[src/alp_pkg.sv]
package alp_pkg;

   // Register index width; byte address is four times the index
   localparam int IDX_W = 10;
   localparam int ADR_W = 12;
   localparam int IDX_LSB = 2;

   // Register indices
   localparam logic [IDX_W-1:0] IDX_PA_DATA = 10'h005;
   localparam logic [IDX_W-1:0] IDX_PA_DIR = 10'h085;
   localparam logic [IDX_W-1:0] IDX_PC_DATA = 10'h007;
   localparam logic [IDX_W-1:0] IDX_PC_DIR = 10'h087;
   localparam logic [IDX_W-1:0] IDX_OPTION = 10'h081;
   localparam logic [IDX_W-1:0] IDX_INT_FLAGS = 10'h00c;
   localparam logic [IDX_W-1:0] IDX_INT_ENABLES = 10'h08c;
   localparam logic [IDX_W-1:0] IDX_CMP_CTRL = 10'h01f;
   localparam logic [IDX_W-1:0] IDX_SER_CTRL = 10'h014;
   localparam logic [IDX_W-1:0] IDX_CONV_CFG = 10'h09f;

   // Port widths
   localparam int PA_W = 4;
   localparam int PC_W = 8;
   localparam int PU_W = 6;
   localparam int CHG_W = 4;

   // Field positions
   localparam int PU_DIS_BIT = 7;
   localparam int CHG_BIT = 2;
   localparam int COMP_A_OUTPUT_ENABLE_BIT = 1;
   localparam int SER_EN_BIT = 5;
   localparam int PIN_REF = 0;
   localparam int PIN_CMP = 1;
   localparam int PIN_TCK = 3;
   localparam int CHG_LO = 4;
   localparam int PIN_SCL = 6;
   localparam int PIN_SDA = 7;

   // Reset values
   localparam logic [PA_W-1:0] PA_DIR_RST = 4'hf;
   localparam logic [PC_W-1:0] PC_DIR_RST = 8'hff;
   localparam logic [1:0] CONV_CFG_RST = 2'h0;
   localparam logic PU_DIS_N_RST = 1'b1;

   // Analog pin masks per converter configuration code
   localparam logic [PA_W-1:0] ANA_MASK_0 = 4'hf;
   localparam logic [PA_W-1:0] ANA_MASK_1 = 4'h7;
   localparam logic [PA_W-1:0] ANA_MASK_2 = 4'h3;
   localparam logic [PA_W-1:0] ANA_MASK_3 = 4'h0;

   // Wishbone request and answer
   typedef struct packed {
      logic cyc;
      logic stb;
      logic we;
      logic [ADR_W-1:0] adr;
      logic [3:0] sel;
      logic [31:0] dat;
   } alp_wb_req_t;

   typedef struct packed {
      logic ack;
      logic [31:0] dat;
   } alp_wb_rsp_t;

   // Decoded register access
   typedef struct packed {
      logic rd;
      logic wr;
      logic [IDX_W-1:0] idx;
      logic [7:0] wdata;
   } alp_cmd_t;

   // Which analog port pins are analog
   function automatic logic [PA_W-1:0] alp_ana_mask(input logic [1:0] cfg);
      unique case (cfg)
         2'h0: alp_ana_mask = ANA_MASK_0;
         2'h1: alp_ana_mask = ANA_MASK_1;
         2'h2: alp_ana_mask = ANA_MASK_2;
         2'h3: alp_ana_mask = ANA_MASK_3;
      endcase
   endfunction

endpackage

[src/alp_chg_det.sv]
`timescale 1ns/10ps
module alp_chg_det
   import alp_pkg::*;
#(
   parameter int N = CHG_W
)
(
   input wire logic clk_i,
   input wire logic rst_i,
   input wire logic [N-1:0] pins_i,
   input wire logic [N-1:0] dir_i,
   input wire logic excl_top_i,
   input wire logic capture_i,
   output logic mismatch_o,
   output logic [N-1:0] latch_o
);

   typedef struct packed {
      logic [N-1:0] latch;
   } alp_chg_state_t;

   alp_chg_state_t s_r;
   alp_chg_state_t s_nxt;
   logic [N-1:0] part;

   // Every port read reloads the comparison latch
   always_comb begin
      s_nxt = s_r;
      if (capture_i) begin
         s_nxt.latch = pins_i;
      end
   end

   always_ff @(posedge clk_i) begin
      if (rst_i) begin
         s_r <= '0;
      end else begin
         s_r <= s_nxt;
      end
   end

   // Inputs only, top two dropped while the serial bus owns them
   assign part = dir_i & (excl_top_i ? {2'b00, {(N-2){1'b1}}} : '1);
   assign mismatch_o = |((pins_i ^ s_r.latch) & part);
   assign latch_o = s_r.latch;

endmodule

[src/alp_port_pair.sv]
`timescale 1ns/10ps
// Behaviour
// - Reset puts all analog port pins analog
// - Analog direction bit 1 means input, always
// - Analog direction register resets to all ones
// - Digital input gated off in analog mode
// - Analog data upper four bits read zero
// - Analog data read: pin or zero
// - LED port data and direction decoded
// - Clearing pull-up disable enables six pull-ups
// - Pull-up off for outputs, reset, hibernate
// - Only upper four input pins detect change
// - Mismatch with read latch sets flag
// - Serial bus enable excludes top two pins
// - Pending enabled change wakes from sleep
// - Persistent mismatch keeps setting the flag
// - Comparator enable overrides pins zero, one
// - Top pins carry serial bus and programming
// - LED direction register resets to all ones
// - Pin three feeds timer external clock
// - Converter config selects analog pins
// - Digital read pins, write latch only
module alp_port_pair
   import alp_pkg::*;
(
   input wire logic clk_i,
   input wire logic rst_i,
   input wire alp_wb_req_t wb_i,
   output alp_wb_rsp_t wb_o,
   input wire logic [PA_W-1:0] pa_in_i,
   output logic [PA_W-1:0] pa_out_o,
   output logic [PA_W-1:0] pa_oe_o,
   output logic [PA_W-1:0] pa_analog_o,
   input wire logic [PC_W-1:0] pc_in_i,
   output logic [PC_W-1:0] pc_out_o,
   output logic [PC_W-1:0] pc_oe_o,
   output logic [PU_W-1:0] pc_pullup_o,
   input wire logic hibernate_i,
   input wire logic ref_a_i,
   input wire logic cmp_a_i,
   input wire logic ser_sda_out_i,
   input wire logic ser_sda_oe_i,
   input wire logic ser_scl_out_i,
   input wire logic ser_scl_oe_i,
   input wire logic prog_mode_i,
   input wire logic prog_sda_out_i,
   input wire logic prog_sda_oe_i,
   output logic serial_bus_data_pin_o,
   output logic serial_bus_clock_pin_o,
   output logic serial_bus_en_o,
   output logic timer_ext_clock_in_o,
   output logic comp_a_output_enable_o,
   output logic change_int_flag_o,
   output logic wake_o
);

   typedef struct packed {
      logic [PA_W-1:0] pa_lat;
      logic [PA_W-1:0] pa_dir;
      logic [PC_W-1:0] pc_lat;
      logic [PC_W-1:0] pc_dir;
      logic pu_dis_n;
      logic chg_flag;
      logic chg_en;
      logic comp_a_output_enable;
      logic ser_en;
      logic [1:0] conv_cfg;
      logic [7:0] rdata;
   } alp_state_t;

   alp_state_t s_r;
   alp_state_t s_nxt;
   alp_cmd_t cmd;
   logic ack;
   logic mismatch;
   logic [CHG_W-1:0] chg_latch;
   logic [PA_W-1:0] ana_mask;
   logic [PA_W-1:0] pa_din;
   logic [7:0] rd_val;
   logic [PC_W-1:0] eff_oe;
   logic pc_rd;

   // Bus slave
   alp_wb_slave u_wbs (
      .clk_i(clk_i),
      .rst_i(rst_i),
      .req_i(wb_i),
      .ack_o(ack),
      .cmd_o(cmd)
   );

   // Change detection on the upper four LED port pins
   assign pc_rd = cmd.rd & (cmd.idx == IDX_PC_DATA);

   alp_chg_det #(
      .N(CHG_W)
   ) u_chg (
      .clk_i(clk_i),
      .rst_i(rst_i),
      .pins_i(pc_in_i[PC_W-1:CHG_LO]),
      .dir_i(s_r.pc_dir[PC_W-1:CHG_LO]),
      .excl_top_i(s_r.ser_en),
      .capture_i(pc_rd),
      .mismatch_o(mismatch),
      .latch_o(chg_latch)
   );

   // Analog gating of the digital input path
   assign ana_mask = alp_ana_mask(s_r.conv_cfg);
   assign pa_din = pa_in_i & ~ana_mask;

   // Read mux; unmapped and unimplemented bits read zero
   always_comb begin
      rd_val = 8'h00;
      unique case (cmd.idx)
         IDX_PA_DATA: rd_val = {4'h0, pa_din};
         IDX_PA_DIR: rd_val = {4'h0, s_r.pa_dir};
         IDX_PC_DATA: rd_val = pc_in_i;
         IDX_PC_DIR: rd_val = s_r.pc_dir;
         IDX_OPTION: rd_val[PU_DIS_BIT] = s_r.pu_dis_n;
         IDX_INT_FLAGS: rd_val[CHG_BIT] = s_r.chg_flag;
         IDX_INT_ENABLES: rd_val[CHG_BIT] = s_r.chg_en;
         IDX_CMP_CTRL: rd_val[COMP_A_OUTPUT_ENABLE_BIT] = s_r.comp_a_output_enable;
         IDX_SER_CTRL: rd_val[SER_EN_BIT] = s_r.ser_en;
         IDX_CONV_CFG: rd_val[1:0] = s_r.conv_cfg;
         default: rd_val = 8'h00;
      endcase
   end

   // Register writes, read data capture and change flag
   always_comb begin
      s_nxt = s_r;
      if (cmd.rd) begin
         s_nxt.rdata = rd_val;
      end
      if (cmd.wr) begin
         unique case (cmd.idx)
            IDX_PA_DATA: s_nxt.pa_lat = cmd.wdata[PA_W-1:0];
            IDX_PA_DIR: s_nxt.pa_dir = cmd.wdata[PA_W-1:0];
            IDX_PC_DATA: s_nxt.pc_lat = cmd.wdata;
            IDX_PC_DIR: s_nxt.pc_dir = cmd.wdata;
            IDX_OPTION: s_nxt.pu_dis_n = cmd.wdata[PU_DIS_BIT];
            IDX_INT_FLAGS: s_nxt.chg_flag = cmd.wdata[CHG_BIT];
            IDX_INT_ENABLES: s_nxt.chg_en = cmd.wdata[CHG_BIT];
            IDX_CMP_CTRL: s_nxt.comp_a_output_enable = cmd.wdata[COMP_A_OUTPUT_ENABLE_BIT];
            IDX_SER_CTRL: s_nxt.ser_en = cmd.wdata[SER_EN_BIT];
            IDX_CONV_CFG: s_nxt.conv_cfg = cmd.wdata[1:0];
            default: s_nxt = s_nxt;
         endcase
      end
      // Mismatch sets every cycle and beats a software clear
      if (mismatch) begin
         s_nxt.chg_flag = 1'b1;
      end
   end

   // State register and reset values
   always_ff @(posedge clk_i) begin
      if (rst_i) begin
         s_r <= '0;
         s_r.pa_dir <= PA_DIR_RST;
         s_r.pc_dir <= PC_DIR_RST;
         s_r.conv_cfg <= CONV_CFG_RST;
         s_r.pu_dis_n <= PU_DIS_N_RST;
      end else begin
         s_r <= s_nxt;
      end
   end

   // Bus answer
   assign wb_o.ack = ack;
   assign wb_o.dat = {24'h000000, s_r.rdata};

   // Analog port pins; direction holds even in analog mode
   assign pa_out_o = s_r.pa_lat;
   assign pa_oe_o = ~s_r.pa_dir;
   assign pa_analog_o = ana_mask;

   // LED port drivers with comparator and serial bus overrides
   always_comb begin
      pc_out_o = s_r.pc_lat;
      eff_oe = ~s_r.pc_dir;
      if (s_r.comp_a_output_enable) begin
         pc_out_o[PIN_REF] = ref_a_i;
         pc_out_o[PIN_CMP] = cmp_a_i;
         eff_oe[PIN_REF] = 1'b1;
         eff_oe[PIN_CMP] = 1'b1;
      end
      if (prog_mode_i) begin
         pc_out_o[PIN_SDA] = prog_sda_out_i;
         eff_oe[PIN_SDA] = prog_sda_oe_i;
         pc_out_o[PIN_SCL] = 1'b0;
         eff_oe[PIN_SCL] = 1'b0;
      end else if (s_r.ser_en) begin
         pc_out_o[PIN_SDA] = ser_sda_out_i;
         eff_oe[PIN_SDA] = ser_sda_oe_i;
         pc_out_o[PIN_SCL] = ser_scl_out_i;
         eff_oe[PIN_SCL] = ser_scl_oe_i;
      end
   end

   assign pc_oe_o = eff_oe;

   // Weak pull-ups: common enable, off for outputs and hibernate
   assign pc_pullup_o = {PU_W{~s_r.pu_dis_n & ~hibernate_i}} &
                        s_r.pc_dir[PU_W-1:0] &
                        ~eff_oe[PU_W-1:0];

   // Pin levels handed to other blocks
   assign serial_bus_data_pin_o = pc_in_i[PIN_SDA];
   assign serial_bus_clock_pin_o = pc_in_i[PIN_SCL];
   assign timer_ext_clock_in_o = pc_in_i[PIN_TCK];
   assign serial_bus_en_o = s_r.ser_en;
   assign comp_a_output_enable_o = s_r.comp_a_output_enable;
   assign change_int_flag_o = s_r.chg_flag;
   assign wake_o = s_r.chg_flag & s_r.chg_en;
endmodule

[src/alp_wb_slave.sv]
`timescale 1ns/10ps
module alp_wb_slave
   import alp_pkg::*;
(
   input wire logic clk_i,
   input wire logic rst_i,
   input wire alp_wb_req_t req_i,
   output logic ack_o,
   output alp_cmd_t cmd_o
);

   typedef struct packed {
      logic ack;
   } alp_wbs_state_t;

   alp_wbs_state_t s_r;
   alp_wbs_state_t s_nxt;
   logic hit;

   // Ack one cycle after the request, dropped the cycle after
   assign hit = req_i.cyc & req_i.stb;

   always_comb begin
      s_nxt = s_r;
      s_nxt.ack = hit & ~s_r.ack;
   end

   always_ff @(posedge clk_i) begin
      if (rst_i) begin
         s_r <= '0;
      end else begin
         s_r <= s_nxt;
      end
   end

   // Read sampled at request start, write commits at the ack edge
   assign ack_o = s_r.ack;
   assign cmd_o.rd = hit & ~s_r.ack & ~req_i.we;
   assign cmd_o.wr = hit & s_r.ack & req_i.we & req_i.sel[0];
   assign cmd_o.idx = req_i.adr[ADR_W-1:IDX_LSB];
   assign cmd_o.wdata = req_i.dat[7:0];

endmodule
[config.mk]
export PLATFORM = sky130hd
export DESIGN_NAME = alp_port_pair
export DESIGN_NICKNAME = d
export VERILOG_FILES = /design/src/alp_pkg.sv /design/src/alp_chg_det.sv /design/src/alp_port_pair.sv /design/src/alp_wb_slave.sv
export SDC_FILE = /design/constraint.sdc
export NUM_CORES = 1
export LEC_CHECK = 0
export BUFFER_PORTS_ARGS = -buffer_cell sky130_fd_sc_hd__buf_2
export CORE_MARGIN = 2
export CORE_UTILIZATION = 45
export DETAILED_ROUTE_END_ITERATION = 8
export PLACE_DENSITY = 0.8
export SLEW_MARGIN = 20
export SYNTH_ARGS = -nofsm -noshare
export SYNTH_HDL_FRONTEND = slang
export SYNTH_HIERARCHICAL = 1
export SYNTH_SLANG_ARGS = --single-unit
[constraint.sdc]
create_clock -name clk_i -period 2.5 [get_ports clk_i]
set_input_delay 0.5 -clock clk_i [delete_from_list [all_inputs] [get_ports clk_i]]
set_output_delay 0.5 -clock clk_i [all_outputs]
set_load 0.01 [all_outputs]
After elaboration in Yosys (flattened, before gate mapping)
Cells that the tools add are included.
{"block": "op_classes", "n_eq_ne": 13, "n_mux": 23, "bitwise_logic": 23, "n_reduce_logical": 14}
{"op": "$eq 10x8->1 const B", "n": 5}
{"op": "$eq 10x3->1 const B", "n": 2}
{"op": "$eq 10x5->1 const B", "n": 2}
{"op": "$reduce_and 2->1", "n": 10}
{"op": "$pmux 4 s4", "n": 1}
{"op": "$mux 14", "n": 1}
{"op": "$mux 2", "n": 7}
{"op": "$and 4x4->4", "n": 3}
{"op": "$and 6x6->6", "n": 2}
{"op": "$pmux 1 s6", "n": 2}
{"op": "$eq 10x4->1 const B", "n": 1}
{"op": "$and 1x1->1", "n": 9}
{"op": "$mux 8", "n": 1}
{"op": "$not 4->4", "n": 2}
{"op": "$not 8->8", "n": 1}
{"op": "$pmux 2 s4", "n": 1}
{"op": "$not 6->6", "n": 1}
{"op": "$pmux 1 s3", "n": 2}
{"op": "$mux 1", "n": 5}
{"op": "$pmux 1 s5", "n": 1}
{"op": "$eq 2x2->1 const B", "n": 2}
{"op": "$mux 4", "n": 1}
{"op": "$not 1->1", "n": 4}
{"op": "$reduce_bool 2->1", "n": 2}
{"op": "other kinds (5)", "n": 5}
{"block": "totals", "register_bits": 44, "in_bits": 75, "out_inout_bits": 74, "wordCells": 86}

Depth between registers and ports, before layout
Gate-level depths: netlist (run 1).
{"block": "logic_depth", "depth_word": 8, "mapped_depth": 7}

By module
Netlist (run 1), hierarchy kept.
{"mod": "alp_port_pair", "n_inst": 1, "cells_each": 288, "area_per_inst_um2": 2419.8}
{"mod": "alp_chg_det", "n_inst": 1, "cells_each": 22, "area_per_inst_um2": 201.4}
{"mod": "alp_wb_slave", "n_inst": 1, "cells_each": 24, "area_per_inst_um2": 177.7}

Least setup slack after synthesis (run 1)
OpenSTA, ideal clock, no wires.
{"block": "synth_path", "kind": "input-to-reg", "from": "input wb_i[43] in the netlist's numbering", "to": "register u_chg.s_r, in the netlist u_chg/latch_o[0]", "arrival_ns": 2.066, "required_ns": 2.386, "slack_ns": 0.320, "cell_stages": 7, "cell_sequence": "buf_4 or4_4 buf_2 nor4_1 clkbuf_2 mux2i_1 nor2_1"}
{"block": "synth_between", "elab_chain_cells": 2}
{"item": "start, declared", "line": "alp_port_pair.sv:28", "text": "input wire alp_wb_req_t wb_i,"}
{"item": "$eq 10x3->1", "line": "alp_port_pair.sv:93", "text": "assign pc_rd = cmd.rd & (cmd.idx == IDX_PC_DATA);"}
{"item": "$and 1x1->1", "line": "alp_port_pair.sv:93"}
{"item": "via pc_rd", "line": "alp_port_pair.sv:81", "text": "logic pc_rd;"}
{"item": "end signal, assigned", "line": "alp_chg_det.sv:38", "text": "s_r <= s_nxt;"}
{"item": "end, declared", "line": "alp_chg_det.sv:22", "text": "alp_chg_state_t s_r;"}
The timed path passes the listed nets, and every way through them passes these cells.
A chain may end at the register's enable or synchronous reset.

Worst setup path in the final report (run 1)
{"block": "layout_path", "from": "register s_r, in the netlist serial_bus_en_o", "to": "output pc_oe_o[7]"}
{"block": "layout_between", "elab_chain_cells": 2}
{"item": "start, declared", "line": "alp_port_pair.sv:71", "text": "alp_state_t s_r;"}
{"item": "start signal, assigned", "line": "alp_port_pair.sv:166", "text": "s_r <= s_nxt;"}
{"item": "$mux 2", "line": "alp_port_pair.sv:194", "text": "end else if (s_r.ser_en) begin"}
{"item": "$mux 2", "line": "alp_port_pair.sv:189", "text": "if (prog_mode_i) begin"}
{"item": "end, declared", "line": "alp_port_pair.sv:36", "text": "output logic [PC_W-1:0] pc_oe_o,"}
Every way passes these cells.

==> metrics.md, run 1 <==
| Metric | Value |
|---|---|
| Switching power share of the total | 0.2696 |
| Ys Warns | 6 |
| Post-route fraction of the period consumed by the critical path | 0.7697 |
| Share of the core filled with cells in the final layout | 0.5149 |
| Global-route wire length before repair | 10.63 mm |
| Placement row count | 28 |
| Height of the die | 82.87 um |
| Core outline area | 0.005956 mm^2 |
| Post-cts sizing count | 0 |
| Number of filler cells placed in the layout | 593 |
| Overall via count from detail_route | 2370 |
| Setup repair after global routing missed its margin | no |
| Max Root-Sink Buffers | 2 |
| Pin count of the biggest net entering global routing | 45 |
| Detailed placer's ending HPWL | 4.969 mm |
| CTS tree | yes |
| Worst setup path category | register to output port |
| Horizontal extent of the die | 82.87 um |
| Largest fanout on the critical path | 10 |
| Vias/cell | 5.119 |
| Post-synth EDFFs | 0 |
| GRT Resource Usage Total | 0.1874 |
| Number of hold violations in the final report | 0 |
| Flop and latch count out of synthesis | 44 |
| Worst setup timing slack at the placement stage | 0.2990 ns |
| Final setup viols | 0 |
| Effective utilization at floorplan | 0.4700 |
| PwrDens | 439.7 mW/mm^2 |
| Maximum frequency from static timing analysis | 519.7 MHz |
| Cell internal power dissipation | 0.9850 mW |
| Aggregate negative setup slack | 0 ns |
| Number of cells after detailed placement | 455 |
| Worst Setup End Kind | output port |
| Cell area after technology mapping | 0.002799 mm^2 |
| Min Clock Period, post-route | 1.924 ns |
| Wire length after detailed routing | 6.520 mm |
| Layout Skew | 0.003440 ns |
| Weighted congestion at the end of routability-driven global placement | 0.8194 |
| Nets@finish | 462 |
| Pins over their slew limit | 0 |
| IO buf count | 95 |
| Most frequent standard cell in the layout excluding fill and tap cells | sky130_fd_sc_hd__buf_2 |
| Diodes inserted | 0 |
| Share of synthesized area occupied by flip-flops and latches | 0.3147 |
| Area Growth Syn to Fin | 9.566% |
| Fraction of final layout cells with drive strength greater than 1 | 0.3222 |
| Sort of element at the start of the critical path | register |
| Skew-Pair Late Insertion Delay | 0.30 ns |
| CTS Root Buffer Type | sky130_fd_sc_hd__clkbuf_8 |
| Number of antenna violations at the first check in global routing | 0 |
| Hold Buf Count CTS | 0 |
| Transition time of the tightest slew-check pin | 0.5331 ns |
| Leading cell types in the layout, fill and taps excluded | sky130_fd_sc_hd__buf_2, sky130_fd_sc_hd__dfxtp_1, sky130_fd_sc_hd__nor2_1 |
| Number of placed I/O pins | 149 |
| Placed inst area | 0.002969 mm^2 |
| Count of routing violations after the opening detailed-route iteration | 135 |
| Power share of the combinational group | 0.114 |
| Primary FF master, synth | sky130_fd_sc_hd__dfxtp_1 |
| CTS sink cnt | 44 |
| Type of the most critical hold path | primary input to register |
| Length of the first detailed-routing pass in iterations | 4 |
| Cell depth of the worst flop-to-flop path | 7 |
| Number of buffers inserted by post-CTS setup repair | 0 |
| H-tree levels | 2 |
| Required time worst endpoint | 2.00 ns |
| Clock power share | 0.363 |
| Worst path setup slack after routing | 0.5758 ns |
| Remaining global-route overflow | 0 |
| Reg power frac | 0.524 |
| Vias in the first global route | 2251 |
| Post-Synthesis Mean Instance Area | 8.380 um^2 |
| Worst vdd rail ir drop | 0.0002696 V |
| Worst path arrival time | 1.42 ns |
| Total die area | 0.006867 mm^2 |
| Switching power total | 0.3635 mW |
| Run status | finished clean |
| Final cell count without fillers | 463 |
| Synthesized instance count | 334 |
| Hold Path Stages | 3 |
| Clock transition at path regs | 0.09 ns |
| Max-cap violations | 0 |
| DRC viols | 0 |
| Post-route standard cell area excluding fillers | 0.003067 mm^2 |
| Post-route ant nets | 0 |
| Headroom to the max-slew limit | 0.6413 |
| Average wire per standard cell | 14.08 um |
| Unique masters post-synth | 45 |
| Share of synthesized registers carrying an async set or reset | 0 |
| Clock buffers created by TritonCTS | 5 |
| Total leakage power | 1.437 nW |
==> critical path, cell delays in order (launching register included) <==
cell and delay [ns]:
sky130_fd_sc_hd__dfxtp_1 0.56, sky130_fd_sc_hd__o21ai_0 0.15, sky130_fd_sc_hd__mux2_2 0.27, sky130_fd_sc_hd__buf_2 0.14
==> logic make-up after synthesis <==
logic type | share of synthesized area
AO/OA/AOI/OAI | 0.08941
XOR/XNOR | 0.01252
AND/OR/NAND/NOR | 0.2401
multiplexers | 0.1296
flip-flops | 0.3147
buffers and inverters | 0.2123
other | 0.001340
==> routing by layer <==
metal  share of wire  vias to the layer above  global-route usage
met1            0.46                     1080              0.2509
met3           0.062                       13             0.03678
met2            0.46                      102              0.2991
li1                -                     1175                   -
met5               0                        -                   0
met4           0.017                        0             0.06855
==> stage by stage <==
step | hold WS [ns] | total power, mW
3_5_place_dp | 0.4446 | 0.8746
5_1_grt | 0.4582 | 1.392
3_3_place_gp | 0.4352 | 0.8711
4_1_cts | 0.4423 | 1.351
6_report | 0.4405 | 1.348
2_1_floorplan | 0.4263 | 0.8655
==> power by group through the flow <==
stage | clock (mW) | combinational (mW) | sequential, mW
global placement | 0 | 0.149 | 0.722
finish | 0.489 | 0.153 | 0.706
global route | 0.516 | 0.169 | 0.707
floorplan | 0 | 0.143 | 0.722
CTS | 0.492 | 0.152 | 0.706
detailed placement | 0 | 0.152 | 0.723
==> cell usage after synthesis, types with 3 or more instances <==
| library cell | number | area share |
|---|---|---|
| sky130_fd_sc_hd__nand4bb_1 | 3 | 0.012 |
| sky130_fd_sc_hd__nor2b_1 | 3 | 0.0067 |
| sky130_fd_sc_hd__buf_2 | 3 | 0.0054 |
| sky130_fd_sc_hd__mux2_2 | 6 | 0.024 |
| sky130_fd_sc_hd__nand3_1 | 10 | 0.018 |
| sky130_fd_sc_hd__a21oi_1 | 20 | 0.036 |
| sky130_fd_sc_hd__inv_1 | 15 | 0.020 |
| sky130_fd_sc_hd__nor3_1 | 20 | 0.036 |
| sky130_fd_sc_hd__o21ai_0 | 7 | 0.013 |
| sky130_fd_sc_hd__nor2_1 | 34 | 0.046 |
| sky130_fd_sc_hd__o211ai_1 | 3 | 0.0080 |
| sky130_fd_sc_hd__nand2b_1 | 7 | 0.016 |
| sky130_fd_sc_hd__xor2_1 | 4 | 0.013 |
| sky130_fd_sc_hd__clkbuf_1 | 11 | 0.015 |
| sky130_fd_sc_hd__buf_4 | 63 | 0.17 |
| sky130_fd_sc_hd__dfxtp_1 | 44 | 0.31 |
| sky130_fd_sc_hd__nand2_1 | 12 | 0.016 |
| sky130_fd_sc_hd__nand4_1 | 4 | 0.0089 |
| sky130_fd_sc_hd__mux2i_1 | 25 | 0.089 |
| sky130_fd_sc_hd__nor4_1 | 6 | 0.013 |
| sky130_fd_sc_hd__nor4_4 | 4 | 0.030 |
==> state kept, by name, summed over array words and instances (netlist names), 4 cells and up <==
register       cells
pa_out_o           4
pc_out_o           4
s_r               20
u_chg/latch_o      4
wb_o               8
==> worst paths after layout <==
path	start	endpoint	slack, ns
worst max register to register	u_wbs/ack_o$_SDFF_PP0_	pc_out_o[4]$_SDFFE_PP0P_	0.76
worst min-delay path	wb_i[4]	s_r[19]$_SDFFE_PP1P_	0.44
worst min register to register	wb_o[7]$_SDFFE_PP0P_	wb_o[7]$_SDFFE_PP0P_	0.46
worst max-delay path	serial_bus_en_o$_SDFFE_PP0P_	pc_oe_o[7]	0.58
==> layout make-up <==
cell class                      count  area [um^2]  share of cell area
Clock buffer                        6        82.58             0.02693
Clock inverter                      2        15.01            0.004896
Inverter                           15        56.30             0.01836
Multi-Input combinational cell    219         1410              0.4598
Sequential cell                    44        880.8              0.2872
Tap cell                           75        93.84             0.03060
Timing Repair Buffer              102        528.0              0.1722
(Power assumes the default switching activity.)
==> run 2: changes to the inputs <==
--- a/config.mk
+++ b/config.mk
@@ -7,9 +7,9 @@
 export LEC_CHECK = 0
 export BUFFER_PORTS_ARGS = -buffer_cell sky130_fd_sc_hd__buf_2
 export CORE_MARGIN = 2
-export CORE_UTILIZATION = 45
+export CORE_UTILIZATION = 41
 export DETAILED_ROUTE_END_ITERATION = 8
-export PLACE_DENSITY = 0.8
+export PLACE_DENSITY = 0.77
 export SLEW_MARGIN = 20
 export SYNTH_ARGS = -nofsm -noshare
 export SYNTH_HDL_FRONTEND = slang
==> constraint.sdc (replaced) <==
create_clock -name clk_i -period 1.7 [get_ports clk_i]
set_input_delay 0.34 -clock clk_i [delete_from_list [all_inputs] [get_ports clk_i]]
set_output_delay 0.34 -clock clk_i [all_outputs]
set_load 0.01 [all_outputs]
==> run 2 against run 1 <==
  * Sequential share of layout area down 2.8 points
  * Non-clock buffer count rose by 27
  * Largest cell class unchanged
  * Clock skew grew 0.0076 ns
  * Combinational power is 74% higher
  * Routed wire length is 8.3% higher
  * Sequential power is 47% higher
  * Register-to-register slack lost 0.72 ns
  * First-iteration DRC count up 17%
  * Power is 56% higher
  * Global-route usage shrank 0.25 points
  * Final area increased by 11%
==> metrics.md, run 2 (synthesized netlist as in run 1, its figures left out) <==
| Metric | Value |
|---|---|
| Skew-Pair Late Insertion Delay | 0.30 ns (about the same) |
| Global-route wire length before repair | 11.03 mm (was 10.63 mm) |
| Max-cap violations | 0 (unchanged) |
| DRC viols | 0 (unchanged) |
| Most frequent standard cell in the layout excluding fill and tap cells | sky130_fd_sc_hd__buf_2 (unchanged) |
| Post-route fraction of the period consumed by the critical path | 0.9767 |
| Leading cell types in the layout, fill and taps excluded | sky130_fd_sc_hd__buf_2, sky130_fd_sc_hd__dfxtp_1, sky130_fd_sc_hd__nor2_1 (unchanged) |
| Post-route ant nets | 0 (unchanged) |
| Nets@finish | 489 (was 462) |
| Length of the first detailed-routing pass in iterations | 5 (was 4) |
| Hold Path Stages | 3 (unchanged) |
| CTS tree | yes (unchanged) |
| Total leakage power | 1.599 nW (was 1.437 nW) |
| Sum of buffers and inverters on the critical path | 3 (was 1) |
| Max Root-Sink Buffers | 2 (unchanged) |
| GRT Resource Usage Total | 0.1848 (was 0.1874) |
| Count of routing violations after the opening detailed-route iteration | 158 (was 135) |
| Overall via count from detail_route | 2518 (was 2370) |
| Clock buffers created by TritonCTS | 5 (unchanged) |
| Number of filler cells placed in the layout | 641 (was 593) |
| Pin count of the biggest net entering global routing | 30 (was 45) |
| Worst stage delay on the critical path | 0.35 ns (was 0.56 ns) |
| Number of antenna violations at the first check in global routing | 0 (unchanged) |
| Horizontal extent of the die | 86.63 um (was 82.87 um) |
| PwrDens | 616.5 mW/mm^2 (was 439.7 mW/mm^2) |
| Worst hold path endpoint | s_r[19]$_SDFFE_PP1P_ (unchanged) |
| Largest fanout on the critical path | 8 (was 10) |
| Number of hold violations in the final report | 0 (unchanged) |
| Effective utilization at floorplan | 0.4189 (was 0.4700) |
| Register name with the most flops | s_r (unchanged) |
| Sort of element at the start of the critical path | register (unchanged) |
| Number of placed I/O pins | 149 (unchanged) |
| Worst Setup End Kind | register (was output port) |
| Weighted congestion at the end of routability-driven global placement | 0.8366 (was 0.8194) |
| Worst reg2reg path startpoint | u_wbs/ack_o$_SDFF_PP0_ (unchanged) |
| Worst path arrival time | 1.89 ns (was 1.42 ns) |
| Worst vdd rail ir drop | 0.0004116 V (was 0.0002696 V) |
| Remaining global-route overflow | 0 (unchanged) |
| Height of the die | 86.63 um (was 82.87 um) |
| Cell repeated most along the worst path | sky130_fd_sc_hd__buf_6 |
| Worst setup path start | u_wbs/ack_o$_SDFF_PP0_ (was serial_bus_en_o$_SDFFE_PP0P_) |
| Min Clock Period, post-route | 1.660 ns |
| Worst setup path category | register to register (was register to output port) |
| Type of the most critical hold path | primary input to register (unchanged) |
| Cell family with the largest share of critical-path delay | simple AND/OR/NAND/NOR gates (was flip-flops) |
| Total die area | 0.007504 mm^2 (was 0.006867 mm^2) |
| Run status | finished clean (unchanged) |
| Worst Hold Launch | wb_i[4] (unchanged) |
| Core outline area | 0.006681 mm^2 (was 0.005956 mm^2) |
| Maximum frequency from static timing analysis | 602.3 MHz |
| Cell chain of the critical path | nand3_2 -> nor2_4 -> buf_6 -> nand2_2 -> buf_6 -> nor4_4 -> buf_6 -> nor3_1 -> a21oi_1 (was o21ai_0 -> mux2_2 -> buf_2) |
| Average wire per standard cell | 14.27 um (was 14.08 um) |
| CP max stage cell | sky130_fd_sc_hd__dfxtp_2 (was sky130_fd_sc_hd__dfxtp_1) |
| Number of flip-flops in the largest register | 20 (unchanged) |
| Worst path setup slack after routing | 0.03967 ns (was 0.5758 ns) |
| Worst setup timing slack at the placement stage | -0.2027 ns (was 0.2990 ns) |
| Share of the core filled with cells in the final layout | 0.5099 (was 0.5149) |
| H-tree levels | 2 (unchanged) |
| Vias in the first global route | 2367 (was 2251) |
| Reg-to-reg endpoint | s_r[31]$_SDFFE_PP1P_ (was pc_out_o[4]$_SDFFE_PP0P_) |
| Area Growth Syn to Fin | 21.73% (was 9.566%) |
| Wire length after detailed routing | 7.064 mm (was 6.520 mm) |
| Final setup viols | 0 (unchanged) |
| Diodes inserted | 0 (unchanged) |
| CTS sink cnt | 44 (unchanged) |
| Pins over their slew limit | 0 (unchanged) |
| Detailed placer's ending HPWL | 5.485 mm (was 4.969 mm) |
| Required time worst endpoint | 1.93 ns (was 2.00 ns) |
| Vias/cell | 5.087 (was 5.119) |
| Fraction of final layout cells with drive strength greater than 1 | 0.4048 (was 0.3222) |
| Setup repair after global routing missed its margin | yes (was no) |
| Cell depth of the worst flop-to-flop path | 9 (was 7) |
| CTS Root Buffer Type | sky130_fd_sc_hd__clkbuf_8 (unchanged) |
| Placement row count | 30 (was 28) |
| Hold Buf Count CTS | 0 (unchanged) |
| Layout Skew | 0.01102 ns (was 0.003440 ns) |
| Clock transition at path regs | 0.09 ns (about the same) |
| Worst setup slack for register-to-register paths | 0.04 ns (was 0.76 ns) |
| IO buf count | 95 (unchanged) |
[run 2: changes by cell type in the layout (fill, tap and decap cells not counted), sizes merged]
cell,delta
bufinv,+1
buf,+27
clkinv,+1
clkinvlp,-2
[run 2: how the worst max path moves through the flow]
stage,endpoint,slack (ns),cells after the start
5_1_grt,s_r[34]$_SDFFE_PP1P_,-0.05,9
6_report,s_r[31]$_SDFFE_PP1P_,0.04,9
4_1_cts,s_r[29]$_SDFFE_PP0P_,0.01,6
2_1_floorplan,wb_o[5]$_SDFFE_PP0P_,-0.18,6
3_3_place_gp,u_chg/latch_o[1]$_SDFFE_PP0P_,-0.20,6
3_5_place_dp,u_chg/latch_o[1]$_SDFFE_PP0P_,-0.20,6
[run 2: metal layers]
layer	vias up	global-route usage	routed length, um
met1	1177	0.2501	3176
met5	-	0	0
li1	1230	-	-
met4	0	0.07386	131
met3	12	0.02762	468
met2	99	0.2958	3288
[run 2: worst min-delay path, stage by stage]
cell and delay, ns:
sky130_fd_sc_hd__buf_2 0.09, sky130_fd_sc_hd__nand2_1 0.05, sky130_fd_sc_hd__o211ai_1 0.08
[run 2: cell type report]
class	count	area, um^2	area share
clock buffer	6	72.57	0.02130
timing repair buffer	129	770.7	0.2262
multi-input combinational	219	1489	0.4370
inverter	15	56.30	0.01653
clock inverter	2	35.03	0.01028
tap	80	100.1	0.02938
sequential	44	883.3	0.2593
[run 2: what timing repair did]
action | in CTS | in global routing
resized for setup | 1 | 15
buffers inserted | 0 | 2
setup endpoints to repair | 16 | 25
pin swaps | 2 | 3
[run 2: power by group]
| part | total [mW] | internal [mW] | switching [mW] |
|---|---|---|---|
| Sequential | 1.04 | 1.03 | 0.00344 |
| Clock | 0.797 | 0.436 | 0.360 |
| Combinational | 0.266 | 0.109 | 0.156 |
| Total | 2.10 | 1.58 | 0.520 |
[run 2: through the flow]
stage	cell area, um^2	hold slack (ns)	power [mW]	cells	setup TNS, ns
4_1_cts	3332	0.2973	2.098	493	0
3_3_place_gp	3222	0.4341	1.312	485	-4.259
3_5_place_dp	3222	0.4524	1.317	485	-5.178
2_1_floorplan	2953	0.4067	1.280	357	-3.248
5_1_grt	3407	0.3195	2.176	495	-0.1972
6_report	3407	0.2950	2.100	495	0
==> run 3: changes to the inputs <==
--- a/config.mk
+++ b/config.mk
@@ -6,10 +6,12 @@
 export NUM_CORES = 1
 export LEC_CHECK = 0
 export BUFFER_PORTS_ARGS = -buffer_cell sky130_fd_sc_hd__buf_2
+export CELL_PAD_IN_SITES_DETAIL_PLACEMENT = 1
+export CELL_PAD_IN_SITES_GLOBAL_PLACEMENT = 2
 export CORE_MARGIN = 2
-export CORE_UTILIZATION = 41
+export CORE_UTILIZATION = 22
 export DETAILED_ROUTE_END_ITERATION = 8
-export PLACE_DENSITY = 0.77
+export PLACE_DENSITY_LB_ADDON = 0.1
 export SLEW_MARGIN = 20
 export SYNTH_ARGS = -nofsm -noshare
 export SYNTH_HDL_FRONTEND = slang
==> run 3 against run 2 <==
  * Fmax grew 2.0%
  * Final cell count grew 20%
  * Global-route usage shrank 5.4 points
  * Sequential power is essentially flat
  * Highest routed layer unchanged
==> metrics.md, run 3 (synthesized netlist as in run 1, its figures left out) <==
| Metric | Value |
|---|---|
| Run status | finished clean (unchanged) |
| Leading cell types in the layout, fill and taps excluded | sky130_fd_sc_hd__buf_2, sky130_fd_sc_hd__dfxtp_1, sky130_fd_sc_hd__buf_4 (was sky130_fd_sc_hd__buf_2, sky130_fd_sc_hd__dfxtp_1, sky130_fd_sc_hd__nor2_1) |
| Hold Path Stages | 3 (unchanged) |
| H-tree levels | 2 (unchanged) |
| Number of flip-flops in the largest register | 20 (unchanged) |
| Global-route met2 utilization | 0.2131 (was 0.2958) |
| Height of the die | 116.8 um (was 86.63 um) |
| Required time worst endpoint | 1.87 ns (was 1.93 ns) |
| Number of hold violations in the final report | 0 (unchanged) |
| CTS Root Buffer Type | sky130_fd_sc_hd__clkbuf_16 (was sky130_fd_sc_hd__clkbuf_8) |
| Post-route fraction of the period consumed by the critical path | 0.9571 (was 0.9767) |
| Worst Hold Launch | wb_i[4] (unchanged) |
| Most frequent standard cell in the layout excluding fill and tap cells | sky130_fd_sc_hd__buf_2 (unchanged) |
| Diodes inserted | 0 (unchanged) |
| Length of the first detailed-routing pass in iterations | 4 (was 5) |
| Register name with the most flops | s_r (unchanged) |
| Average wire per standard cell | 15.14 um (was 14.27 um) |
| Pins over their slew limit | 0 (unchanged) |
| Worst Setup End Kind | register (unchanged) |
| Area Growth Syn to Fin | 29.68% (was 21.73%) |
| Clock buffers created by TritonCTS | 5 (unchanged) |
| Skew-Pair Late Insertion Delay | 0.28 ns (was 0.30 ns) |
| IO buf count | 95 (unchanged) |
| Worst path arrival time | 1.79 ns (was 1.89 ns) |
| Largest fanout on the critical path | 10 (was 8) |
| Overall via count from detail_route | 2481 (was 2518) |
| Cell depth of the worst flop-to-flop path | 8 (was 9) |
| Pin count of the biggest net entering global routing | 27 (was 30) |
| CTS sink cnt | 44 (unchanged) |
| Max-cap violations | 0 (unchanged) |
| Layout Skew | 0.003019 ns (was 0.01102 ns) |
| Horizontal extent of the die | 116.8 um (was 86.63 um) |
| Final hold slack | 0.3164 ns (was 0.2950 ns) |
| Reg-to-reg endpoint | s_r[29]$_SDFFE_PP0P_ (was s_r[31]$_SDFFE_PP1P_) |
| DRC viols | 0 (unchanged) |
| Wire length after detailed routing | 8.976 mm (was 7.064 mm) |
| CTS tree | yes (unchanged) |
| Max Root-Sink Buffers | 2 (unchanged) |
| Number of placed I/O pins | 149 (unchanged) |
| Number of antenna violations at the first check in global routing | 0 (unchanged) |
| Final cell count without fillers | 593 (was 495) |
| Maximum frequency from static timing analysis | 614.6 MHz (was 602.3 MHz) |
| Vias in the first global route | 2451 (was 2367) |
| Worst setup slack for register-to-register paths | 0.09 ns (was 0.04 ns) |
| Core outline area | 0.01252 mm^2 (was 0.006681 mm^2) |
| Detailed placer's ending HPWL | 7.166 mm (was 5.485 mm) |
| Sort of element at the start of the critical path | primary input (was register) |
| Placement row count | 41 (was 30) |
| Global-route wire length before repair | 13.62 mm (was 11.03 mm) |
| Aggregate negative setup slack | 0 ns (unchanged) |
| Clock transition at path regs | 0.06 ns (was 0.09 ns) |
| Met1 usage | 0.1836 (was 0.2501) |
| Number of cells after detailed placement | 586 (was 485) |
| Type of the most critical hold path | primary input to register (unchanged) |
| Count of routing violations after the opening detailed-route iteration | 66 (was 158) |
| Share of the core filled with cells in the final layout | 0.2900 (was 0.5099) |
| Nets@finish | 497 (was 489) |
| Hold Buf Count CTS | 0 (unchanged) |
| GRT busiest layer | met2 (unchanged) |
| Total die area | 0.01364 mm^2 (was 0.007504 mm^2) |
| Worst hold path endpoint | s_r[19]$_SDFFE_PP1P_ (unchanged) |
| Worst setup path start | wb_i[46] (was u_wbs/ack_o$_SDFF_PP0_) |
| Setup repair after global routing missed its margin | yes (unchanged) |
| PwrDens | 663.2 mW/mm^2 (was 616.5 mW/mm^2) |
| Worst vdd rail ir drop | 0.0003679 V (was 0.0004116 V) |
| Total leakage power | 1.662 nW (was 1.599 nW) |
| Final setup viols | 0 (unchanged) |
| Fraction of final layout cells with drive strength greater than 1 | 0.4133 (was 0.4048) |
| GR met3 Demand/Resource | 0.02111 (was 0.02762) |
| Worst reg2reg path startpoint | u_wbs/ack_o$_SDFF_PP0_ (unchanged) |
| Effective utilization at floorplan | 0.2236 (was 0.4189) |
| Vias/cell | 4.184 (was 5.087) |
| Post-route ant nets | 0 (unchanged) |
| Remaining global-route overflow | 0 (unchanged) |
| Weighted congestion at the end of routability-driven global placement | 0.7100 (was 0.8366) |
| Worst setup path category | primary input to register (was register to register) |
| Min Clock Period, post-route | 1.627 ns (was 1.660 ns) |
| GRT Resource Usage Total | 0.1308 (was 0.1848) |
[run 3: how the worst max path moves through the flow]
| stage | end | slack (ns) | cells after the start |
|---|---|---|---|
| floorplan | wb_o[5]$_SDFFE_PP0P_ | -0.18 | 6 |
| global placement | s_r[14]$_SDFFE_PP1P_ | -0.22 | 6 |
| detailed placement | u_chg/latch_o[0]$_SDFFE_PP0P_ | -0.27 | 6 |
| CTS | u_chg/latch_o[0]$_SDFFE_PP0P_ | 0.04 | 7 |
| global route | s_r[29]$_SDFFE_PP0P_ | -0.02 | 8 |
| finish | s_r[29]$_SDFFE_PP0P_ | 0.07 | 6 |
[run 3: final cells by class]
cell class / count / area [um^2]
Timing Repair Buffer: 137 / 823.3
Multi-Input combinational cell: 219 / 1498
Sequential cell: 44 / 882.1
Clock buffer: 5 / 125.1
Tap cell: 172 / 215.2
Clock inverter: 1 / 30.03
Inverter: 15 / 56.30
Fill cell: 1540 / 8887
[run 3: what timing repair did]
item	4_1_cts	5_1_grt
hold endpoints to repair	0	0
pin swaps	1	4
setup endpoints to repair	13	25
resized for setup	3	11
setup buffers	0	1
[run 3: power breakdown]
part           switching (mW)  internal, mW  total, mW
sequential            0.00365          1.04       1.04
combinational           0.169         0.114      0.282
clock                   0.408         0.678       1.09
total                   0.580          1.83       2.41
[run 3: layer usage]
| metal | vias to the layer above | routed length (um) |
|---|---|---|
| li1 | 1248 | - |
| met1 | 1171 | 4432 |
| met2 | 58 | 4145 |
| met3 | 4 | 340 |
| met4 | 0 | 57 |
| met5 | - | 0 |
[run 3: stage by stage]
step                instance area, um^2  power [mW]  setup slack (ns)
finish                             3630       2.407           0.07300
floorplan                          2953       1.280           -0.1770
CTS                                3573       2.436           0.03678
global placement                   3405       1.336           -0.2173
global route                       3630       2.513          -0.01793
detailed placement                 3405       1.339           -0.2661
[run 3: critical path, stage by stage]
cell	delay [ns]
sky130_fd_sc_hd__buf_2	0.10
sky130_fd_sc_hd__or4_4	0.65
sky130_fd_sc_hd__nor4_4	0.25
sky130_fd_sc_hd__buf_12	0.19
sky130_fd_sc_hd__mux2i_2	0.21
sky130_fd_sc_hd__nor2_1	0.05
